[src/hw/asod_pkg.sv]
// Purpose: shared constants for the arithmetic slice datapath
// Assumes: one clock, synchronous resets
// Notes: select codes, widths, bus map and config layout live here only

package asod_pkg;

  // ************************************************
  // widths
  // ************************************************
  localparam int OPW = 18;
  localparam int ACCW = 48;
  localparam int CATW = 36;
  localparam int PRODW = 36;
  localparam int SELW = 7;
  localparam int SHIFT_AMT = 17;
  localparam int DEPTH_W = 2;
  localparam int BUS_W = 32;
  localparam int ADDR_W = 4;
  localparam int BE_W = 4;
  localparam int CFG_W = 8;
  localparam int RES_HI_W = ACCW - BUS_W;

  // ************************************************
  // operation select codes
  // ************************************************
  localparam logic [2:0] Z_ZERO = 3'h0;
  localparam logic [2:0] Z_CASCADE = 3'h1;
  localparam logic [2:0] Z_RESULT = 3'h2;
  localparam logic [2:0] Z_THIRD = 3'h3;
  localparam logic [2:0] Z_SH_CASCADE = 3'h5;
  localparam logic [2:0] Z_SH_RESULT = 3'h6;
  localparam logic [1:0] Y_ZERO = 2'h0;
  localparam logic [1:0] Y_PRODUCT = 2'h1;
  localparam logic [1:0] Y_ILLEGAL = 2'h2;
  localparam logic [1:0] Y_THIRD = 2'h3;
  localparam logic [1:0] X_ZERO = 2'h0;
  localparam logic [1:0] X_PRODUCT = 2'h1;
  localparam logic [1:0] X_RESULT = 2'h2;
  localparam logic [1:0] X_CONCAT = 2'h3;
  localparam logic [SELW-1:0] SEL_COUNT = 7'h20;
  localparam logic [SELW-1:0] SEL_PRELOAD = 7'h30;
  localparam logic [SELW-1:0] SEL_ACCUM = 7'h2f;

  // ************************************************
  // register map and config layout
  // ************************************************
  localparam logic [ADDR_W-1:0] OFS_CONFIG = 4'h0;
  localparam logic [ADDR_W-1:0] OFS_RES_LO = 4'h4;
  localparam logic [ADDR_W-1:0] OFS_RES_HI = 4'h8;
  localparam logic [ADDR_W-1:0] OFS_STATUS = 4'hc;
  localparam int CFG_FIRST_LSB = 0;
  localparam int CFG_SECOND_LSB = 2;
  localparam int CFG_SELECT_BIT = 4;
  localparam int CFG_THIRD_BIT = 5;
  localparam int CFG_MULT_BIT = 6;
  localparam int CFG_RESULT_BIT = 7;
  localparam logic [CFG_W-1:0] CFG_RESET = 8'hf5;
  localparam int ST_ILLEGAL_BIT = 0;
  localparam int ST_MISMATCH_BIT = 1;
  localparam int ST_W = 2;

endpackage

[src/hw/asod_pipe.sv]
// Purpose: pipeline of zero, one or two registers chosen at run time
// Assumes: depth 3 behaves as depth 2
// Notes: both stages always shift under the enable, depth only picks the tap

`timescale 1ns/1ps
`default_nettype none

module asod_pipe
  import asod_pkg::*;
#(
  parameter int WIDTH = 18
) (
  input wire logic i_clock,
  input wire logic i_rst,
  input wire logic i_ce,
  input wire logic [DEPTH_W-1:0] i_depth,
  input wire logic [WIDTH-1:0] i_data,
  output logic [WIDTH-1:0] o_data
);

  logic [WIDTH-1:0] stage1_r;
  logic [WIDTH-1:0] stage2_r;

  always_ff @(posedge i_clock) begin
    if (i_rst) begin
      stage1_r <= '0;
      stage2_r <= '0;
    end else if (i_ce) begin
      stage1_r <= i_data;
      stage2_r <= stage1_r;
    end
  end

  assign o_data = (i_depth == 2'h0) ? i_data : (i_depth == 2'h1) ? stage1_r : stage2_r;

endmodule

`default_nettype wire

[src/hw/asod_mult.sv]
// Purpose: signed 18x18 multiplier with optional output register
// Assumes: operands are two's complement
// Notes: product is sign-extended to the adder width

`timescale 1ns/1ps
`default_nettype none

module asod_mult
  import asod_pkg::*;
(
  input wire logic i_clock,
  input wire logic i_rst,
  input wire logic i_ce,
  input wire logic i_depth,
  input wire logic [OPW-1:0] i_first,
  input wire logic [OPW-1:0] i_second,
  output logic [ACCW-1:0] o_product
);

  logic signed [PRODW-1:0] prod;
  logic [ACCW-1:0] prod_ext;
  logic [ACCW-1:0] prod_r;

  assign prod = $signed(i_first) * $signed(i_second);
  assign prod_ext = {{(ACCW-PRODW){prod[PRODW-1]}}, prod};

  always_ff @(posedge i_clock) begin
    if (i_rst) begin
      prod_r <= '0;
    end else if (i_ce) begin
      prod_r <= prod_ext;
    end
  end

  assign o_product = i_depth ? prod_r : prod_ext;

endmodule

`default_nettype wire

[src/hw/asod_top.sv]
// Purpose: arithmetic slice with multiplier, three select muxes and a 48-bit add/subtract
// Assumes: fabric drives operands and controls synchronously to i_clock
// Notes: pipeline depths are set through the Avalon-MM config register
//
// Function
// - result is z mux plus or minus the x, y and carry sum
// - subtract low adds, subtract high subtracts the summed term from z
// - select bits 6..4 pick zero, cascade, result, third, shifted cascade or result
// - select bits 3..2 pick zero, product or third; code 10 is illegal
// - select bits 1..0 pick zero, result or 36-bit operand concatenation; product code 01 gives zero
// - adder datapath and result are 48 bits wide
// - accumulate uses x 11, y 11, z 010: result plus concat plus third
// - multiply two 18-bit operands and add or subtract to z source
// - chained trees select the cascade input as z source
// - shifted z sources are arithmetic right shifts by seventeen
// - muxes are 3:1, 4:1 and 6:1; pure mux zeroes the other two
// - two-tile rotate relies on product plus shifted cascade value
// - up count: subtract 0, carry 1, select 0100000, adds one each clock
// - down count: same settings with subtract high
// - preload: select 0110000 gives third plus one, then count
// - each multiplier operand has zero, one or two pipeline registers
// - select, third, product and result each have optional register

`timescale 1ns/1ps
`default_nettype none

module asod_top
  import asod_pkg::*;
(
  input wire logic i_clock,
  input wire logic i_rst,
  input wire logic [OPW-1:0] i_first_operand,
  input wire logic [OPW-1:0] i_second_operand,
  input wire logic [ACCW-1:0] i_third_operand,
  input wire logic [SELW-1:0] i_operation_select,
  input wire logic i_subtract,
  input wire logic i_carry_input,
  input wire logic [ACCW-1:0] i_cascade_input,
  input wire logic i_ce_first,
  input wire logic i_ce_second,
  input wire logic i_ce_third,
  input wire logic i_ce_select,
  input wire logic i_ce_mult,
  input wire logic i_ce_result,
  input wire logic i_rst_first,
  input wire logic i_rst_second,
  input wire logic i_rst_third,
  input wire logic i_rst_select,
  input wire logic i_rst_mult,
  input wire logic i_rst_result,
  input wire logic [ADDR_W-1:0] i_avs_address,
  input wire logic i_avs_read,
  input wire logic i_avs_write,
  input wire logic [BUS_W-1:0] i_avs_writedata,
  input wire logic [BE_W-1:0] i_avs_byteenable,
  output logic [BUS_W-1:0] o_avs_readdata,
  output logic o_avs_waitrequest,
  output logic [ACCW-1:0] o_result,
  output logic [ACCW-1:0] o_cascade_output
);

  // ************************************************
  // functions
  // ************************************************
  function automatic logic [ACCW-1:0] asod_asr(input logic [ACCW-1:0] v);
    asod_asr = {{SHIFT_AMT{v[ACCW-1]}}, v[ACCW-1:SHIFT_AMT]};
  endfunction

  function automatic logic [ACCW-1:0] asod_zext(input logic [CATW-1:0] v);
    asod_zext = {{(ACCW-CATW){1'b0}}, v};
  endfunction

  // ************************************************
  // declarations
  // ************************************************
  logic [CFG_W-1:0] cfg_r;
  logic [CFG_W-1:0] cfg_nxt;
  logic ack_r;
  logic [BUS_W-1:0] rdata_r;
  logic [BUS_W-1:0] rdata_nxt;
  logic [ACCW-1:0] result_r;
  logic [ACCW-1:0] result_nxt;
  logic [OPW-1:0] first_eff;
  logic [OPW-1:0] second_eff;
  logic [ACCW-1:0] third_eff;
  logic [ACCW-1:0] product;
  logic [SELW+1:0] ctrl_in;
  logic [SELW+1:0] ctrl_eff;
  logic [SELW-1:0] sel_eff;
  logic sub_eff;
  logic cin_eff;
  logic [2:0] z_sel;
  logic [1:0] y_sel;
  logic [1:0] x_sel;
  logic [ACCW-1:0] z_mux;
  logic [ACCW-1:0] y_mux;
  logic [ACCW-1:0] x_mux;
  logic [ACCW-1:0] term;
  logic [ST_W-1:0] status;
  logic [ACCW-1:0] out_value;

  wire bus_req = i_avs_read | i_avs_write;
  wire bus_take = bus_req & ack_r;
  wire hit_config = i_avs_address == OFS_CONFIG;
  wire hit_res_lo = i_avs_address == OFS_RES_LO;
  wire hit_res_hi = i_avs_address == OFS_RES_HI;
  wire hit_status = i_avs_address == OFS_STATUS;
  wire cfg_write = bus_take & i_avs_write & hit_config & i_avs_byteenable[0];
  wire [DEPTH_W-1:0] depth_first = cfg_r[CFG_FIRST_LSB+DEPTH_W-1:CFG_FIRST_LSB];
  wire [DEPTH_W-1:0] depth_second = cfg_r[CFG_SECOND_LSB+DEPTH_W-1:CFG_SECOND_LSB];
  wire [DEPTH_W-1:0] depth_select = {1'b0, cfg_r[CFG_SELECT_BIT]};
  wire [DEPTH_W-1:0] depth_third = {1'b0, cfg_r[CFG_THIRD_BIT]};
  wire depth_mult = cfg_r[CFG_MULT_BIT];
  wire depth_result = cfg_r[CFG_RESULT_BIT];

  // ************************************************
  // register bus slave
  // ************************************************
  // one wait state on every access keeps read data registered
  assign o_avs_waitrequest = bus_req & ~ack_r;
  assign cfg_nxt = cfg_write ? i_avs_writedata[CFG_W-1:0] : cfg_r;
  assign rdata_nxt = hit_config ? {{(BUS_W-CFG_W){1'b0}}, cfg_r} :
                     hit_res_lo ? out_value[BUS_W-1:0] :
                     hit_res_hi ? {{(BUS_W-RES_HI_W){1'b0}}, out_value[ACCW-1:BUS_W]} :
                     hit_status ? {{(BUS_W-ST_W){1'b0}}, status} : '0;

  always_ff @(posedge i_clock) begin
    if (i_rst) begin
      ack_r <= 1'b0;
      cfg_r <= CFG_RESET;
      rdata_r <= '0;
    end else begin
      ack_r <= bus_req & ~ack_r;
      cfg_r <= cfg_nxt;
      rdata_r <= (bus_req & ~ack_r) ? rdata_nxt : rdata_r;
    end
  end

  assign o_avs_readdata = rdata_r;

  // ************************************************
  // input pipelines
  // ************************************************
  assign ctrl_in = {i_subtract, i_carry_input, i_operation_select};

  asod_pipe #(.WIDTH(OPW)) u_pipe_first (
    .i_clock(i_clock),
    .i_rst(i_rst | i_rst_first),
    .i_ce(i_ce_first),
    .i_depth(depth_first),
    .i_data(i_first_operand),
    .o_data(first_eff)
  );

  asod_pipe #(.WIDTH(OPW)) u_pipe_second (
    .i_clock(i_clock),
    .i_rst(i_rst | i_rst_second),
    .i_ce(i_ce_second),
    .i_depth(depth_second),
    .i_data(i_second_operand),
    .o_data(second_eff)
  );

  asod_pipe #(.WIDTH(ACCW)) u_pipe_third (
    .i_clock(i_clock),
    .i_rst(i_rst | i_rst_third),
    .i_ce(i_ce_third),
    .i_depth(depth_third),
    .i_data(i_third_operand),
    .o_data(third_eff)
  );

  asod_pipe #(.WIDTH(SELW+2)) u_pipe_select (
    .i_clock(i_clock),
    .i_rst(i_rst | i_rst_select),
    .i_ce(i_ce_select),
    .i_depth(depth_select),
    .i_data(ctrl_in),
    .o_data(ctrl_eff)
  );

  assign sel_eff = ctrl_eff[SELW-1:0];
  assign cin_eff = ctrl_eff[SELW];
  assign sub_eff = ctrl_eff[SELW+1];

  asod_mult u_mult (
    .i_clock(i_clock),
    .i_rst(i_rst | i_rst_mult),
    .i_ce(i_ce_mult),
    .i_depth(depth_mult),
    .i_first(first_eff),
    .i_second(second_eff),
    .o_product(product)
  );

  // ************************************************
  // select multiplexers
  // ************************************************
  // three muxes, zero codes leave one live
  assign z_sel = sel_eff[6:4];
  assign y_sel = sel_eff[3:2];
  assign x_sel = sel_eff[1:0];

  // shifted cascade carries the rotate wrap bits
  always_comb begin
    case (z_sel)
      Z_ZERO: z_mux = '0;
      Z_CASCADE: z_mux = i_cascade_input;
      Z_RESULT: z_mux = result_r;
      Z_THIRD: z_mux = third_eff;
      Z_SH_CASCADE: z_mux = asod_asr(i_cascade_input);
      Z_SH_RESULT: z_mux = asod_asr(result_r);
      default: z_mux = '0;
    endcase
  end

  // y source, illegal code gives zero
  always_comb begin
    case (y_sel)
      Y_ZERO: y_mux = '0;
      Y_PRODUCT: y_mux = product;
      Y_THIRD: y_mux = third_eff;
      default: y_mux = '0;
    endcase
  end

  always_comb begin
    case (x_sel)
      X_ZERO: x_mux = '0;
      X_PRODUCT: x_mux = '0;
      X_RESULT: x_mux = result_r;
      X_CONCAT: x_mux = asod_zext({first_eff, second_eff});
      default: x_mux = '0;
    endcase
  end

  // ************************************************
  // adder / subtracter
  // ************************************************
  // product enters once through y; x product code only pairs with it
  // summed term, 48-bit width
  assign term = x_mux + y_mux + {{(ACCW-1){1'b0}}, cin_eff};
  assign result_nxt = sub_eff ? z_mux - term : z_mux + term;

  // feedback always uses the register so no combinational loop forms
  // result register enable and clear
  always_ff @(posedge i_clock) begin
    if (i_rst | i_rst_result) begin
      result_r <= '0;
    end else if (i_ce_result) begin
      result_r <= result_nxt;
    end
  end

  // optional result register on the output
  assign out_value = depth_result ? result_r : result_nxt;
  assign o_result = out_value;
  assign o_cascade_output = out_value;

  // status flags fabric misuse of select codes
  assign status[ST_ILLEGAL_BIT] = y_sel == Y_ILLEGAL;
  assign status[ST_MISMATCH_BIT] = (x_sel == X_PRODUCT) != (y_sel == Y_PRODUCT);
endmodule

`default_nettype wire

[config.mk]
export PLATFORM = sky130hd
export DESIGN_NAME = asod_top
export DESIGN_NICKNAME = d
export VERILOG_FILES = /design/src/hw/asod_pkg.sv /design/src/hw/asod_pipe.sv /design/src/hw/asod_mult.sv /design/src/hw/asod_top.sv
export SDC_FILE = /design/constraint.sdc
export NUM_CORES = 2
export LEC_CHECK = 0
export BUFFER_PORTS_ARGS = -buffer_cell sky130_fd_sc_hd__buf_2
export CAP_MARGIN = 20
export CORE_MARGIN = 3
export CORE_UTILIZATION = 57
export DETAILED_ROUTE_END_ITERATION = 10
export HOLD_SLACK_MARGIN = 0.15
export PLACE_DENSITY = 0.87
export SLEW_MARGIN = 15
export SYNTH_ARGS = -nofsm -noshare
export SYNTH_HDL_FRONTEND = slang
export SYNTH_SLANG_ARGS = --single-unit
[constraint.sdc]
create_clock -name i_clock -period 20.8 [get_ports i_clock]
set_input_delay 1.04 -clock i_clock [delete_from_list [all_inputs] [get_ports i_clock]]
set_output_delay 1.04 -clock i_clock [all_outputs]
set_load 0.02 [all_outputs]
==> impl_results.md <==
- Tmin final: 16750 ps
- Syn Inst Count: 4146
- Vias: 31600
- Vias in the first global route: 30200
- CTS root buf: clkbuf_16
- Critical path's slowest cell: dfxtp_2
- Drt pass-1 iters: 8
- Hold_buf cts: 0
- Final Skew: 34.3 ps
- Maximum clock insertion buffer count: 3
- Measured slew at the worst slew-check pin: 1220 ps
- Total clock buffers created by CTS: 28
- Syn avg cell area: 8.00 um2
- Synth cell types: 93
- TritonCTS clock tree: done
- Ys Warns: 0
- Final Hold Fails: 0
- Mapped Nets: 4862
- Slowest Stage Delay on Critical Path: 1000 ps
- Drt initial violations: 3940
- Routed Antenna Nets: 0
- Crit path max fanout: 55
- Relative slew slack: 17.9%
- Final Wtd Congestion: 1.05
- Die Y: 247 um
- CTS clk-pin slew, worst paths: 60 ps
- CP Class: flip-flop to output port
- Nets: 4948
- Post-synth EDFFs: 0
- Critical path's most frequent cell: ha_1
- # IOs: 326
- FMAX: 59.7 MHz
- Period utilisation layout: 80.5%
- Worst Setup Start Kind: flip-flop
- Final WL: 116 mm
- Setup TNS: 0 ps
- Die width: 247 um
- Pwr Density: 49.3 mW/mm2
- Area grow syn2layout: 7.82%
- Worst EP arrival: 15710 ps
- IO buf count: 298
- CTS H-Tree Depth: 1
- First-pass GRT wire length: 176 mm
- FFs w/ async S/R, synth: 0%
- Cell area after synthesis: 0.0332 mm2
- LEAKAGE: 0.0172 uW
- Sink Count: 254
- Peak supply drop: 77.7 uV
- Layout cells sized above 1: 11.4%
- Core area: 0.0570 mm2
- Area of the multi-input gates: 0.0253 mm2
- Fillcell total: 4714
- Setup crit end kind: output port
- #FFs+latches synth: 254
- Unrepaired setup endpoints after global routing: no
- Post-CTS Setup Inserts: 0
- Initial Util: 58.2%
- Pins Over Slew Limit: 0
- Grt ovf: 0
- Top_reg_cell synth: dfxtp_1
- Worst hold path type: flip-flop to flip-flop
- Sequential element share of the synthesized area: 15.3%
- Initial antenna violation count: 10
- Status: complete, no violations
- Largest net degree at the start of global routing: 90
- Dpl hpwl: 91.4 mm
- Total Routing Usage GR: 37.6%
- Worst-skew pair later-pin latency: 610 ps
- Setup Viol. Count Final: 0
- Post-CTS Resized: 0
- Maxcap violations: 0
- WL/cell: 23.1 um
- Hold_ws: 472 ps
- Drt via density: 6.30
- Die area: 0.0612 mm2
- Row count: 87
- Final routed DRC violation total: 0
- Register area: 0.00509 mm2
- Worst Path Required: 19760 ps
-- synth_stat cells, types with 20 or more instances --
library cell  count  area, um2
buf_1            40        150
inv_1           419       1570
fa_1            332       6650
clkbuf_1        185        694
dfxtp_1         254       5080
a21o_1           62        465
buf_4            48        360
o21ai_0         168        841
nand3_1          32        160
nor2b_1          61        382
ha_1            187       2340
mux2_2           20        225
or2_2            31        194
a221oi_1         31        272
nor3_1           39        195
o21a_1           71        533
nand2_1         292       1100
o21bai_1         26        195
nand4_1          25        156
a211oi_1        127        953
mux2i_1         281       2810
and2_1           46        288
a21oi_1         266       1330
o21ai_1          35        175
xnor2_1          83        727
nand2b_1         32        200
xor2_1           80        701
nor2_1          624       2340
-- metal layers --
| layer | wire [um] | vias to the layer above | GRT usage, % | part of all wire [%] |
|---|---|---|---|---|
| met2 | 48700 | 2064 | 54.7 | 42 |
| met5 | 34 | - | 0 | 0.029 |
| met3 | 16600 | 443 | 12.7 | 14 |
| met1 | 43200 | 15000 | 48.7 | 37 |
| li1 | - | 14100 | - | - |
| met4 | 7310 | 6 | 21.2 | 6.3 |
-- cells in the final DEF (no fill, tap or decap), types with 18 or more instances in the layout --
cell type  instances
nand2_1          292
o21bai_1          26
a211oi_1         127
clkbuf_16         28
mux2_2            19
o21a_1            71
or2_2             31
xnor2_1           83
and2_1            45
a221oi_1          31
o21ai_1           39
xor2_1            80
nand4_1           25
dfxtp_1          250
buf_4             40
a21oi_1          266
nor3_1            39
nor2_1           623
a21o_1            62
ha_1             187
fa_1             332
buf_2            299
nand2b_1          32
o211ai_1          18
mux2i_1          276
nand3_1           32
inv_1            419
nor2b_1           61
o21ai_0          164
-- state kept, by name, indices dropped and copies added, names as in the netlist --
signal,count
u_pipe_second.stage2_r,18
u_pipe_first.stage2_r,18
cfg_r,8
u_pipe_second.stage1_r,18
o_avs_readdata,32
u_pipe_third.stage1_r,48
ack_r,1
u_pipe_select.stage1_r,9
u_pipe_first.stage1_r,18
u_mult.prod_r,36
result_r,48
-- worst paths after layout --
kind,startpoint,to,slack [ps],depth (start not counted)
max,cfg_r[1]$_SDFFE_PP0P_,o_cascade_output[47],4050,51
min,o_avs_readdata[20]$_SDFFE_PP0P_,o_avs_readdata[20]$_SDFFE_PP0P_,470,1
max reg2reg,cfg_r[1]$_SDFFE_PP0P_,result_r[47]$_SDFFE_PP0P_,5790,50
min reg2reg,o_avs_readdata[20]$_SDFFE_PP0P_,o_avs_readdata[20]$_SDFFE_PP0P_,470,1
-- through the flow --
step / utilization (%) / total power, uW / area, um2 / setup WS [ps] / instances
2_1_floorplan: - / 991 / 33200 / 6950 / 4146
3_3_place_gp: 60.8 / 1180 / 34700 / 5060 / 4953
3_5_place_dp: 60.8 / 1180 / 34700 / 4920 / 4953
4_1_cts: 62.6 / 1730 / 35700 / 4480 / 5004
5_1_grt: 62.7 / 1830 / 35800 / 3270 / 5014
6_report: 62.7 / 1760 / 35800 / 4050 / 5017
-- report_power, final --
part	switching (uW)	internal, uW	leakage, uW	total (uW)
clock	228	324	0.000474	553
combinational	433	237	0.0146	670
sequential	34.1	507	0.00206	541
-- layout make-up --
cell class	count	share of cell area [%]
inverters	420	4.41
flip-flops and latches	254	14.2
clock buffers	37	2.16
repair buffers	341	5.12
clock inverters	14	0.626
well taps	756	2.64
multi-input cells	3187	70.8
diodes	8	0.0560
-- cells by family after synthesis --
logic type / share of synthesized area [%]
flops: 15.3
xor+xnor: 4.30
compound gates: 18.5
mux: 9.15
fa+ha+maj: 27.1
buf+inv: 8.60
simple gates: 17.0
-- critical path: cells and delay by family (launching register included) --
kind,cells,cell delay (ps)
DFF,1,1000
adders and majority gates,10,3930
AOI/OAI and AO/OA,18,5780
buffers and inverters,4,340
muxes,1,200
xor gates and xnor gates,7,1900
and+or+nand+nor,11,1890
No activity file was read; power rests on OpenSTA's default activity.
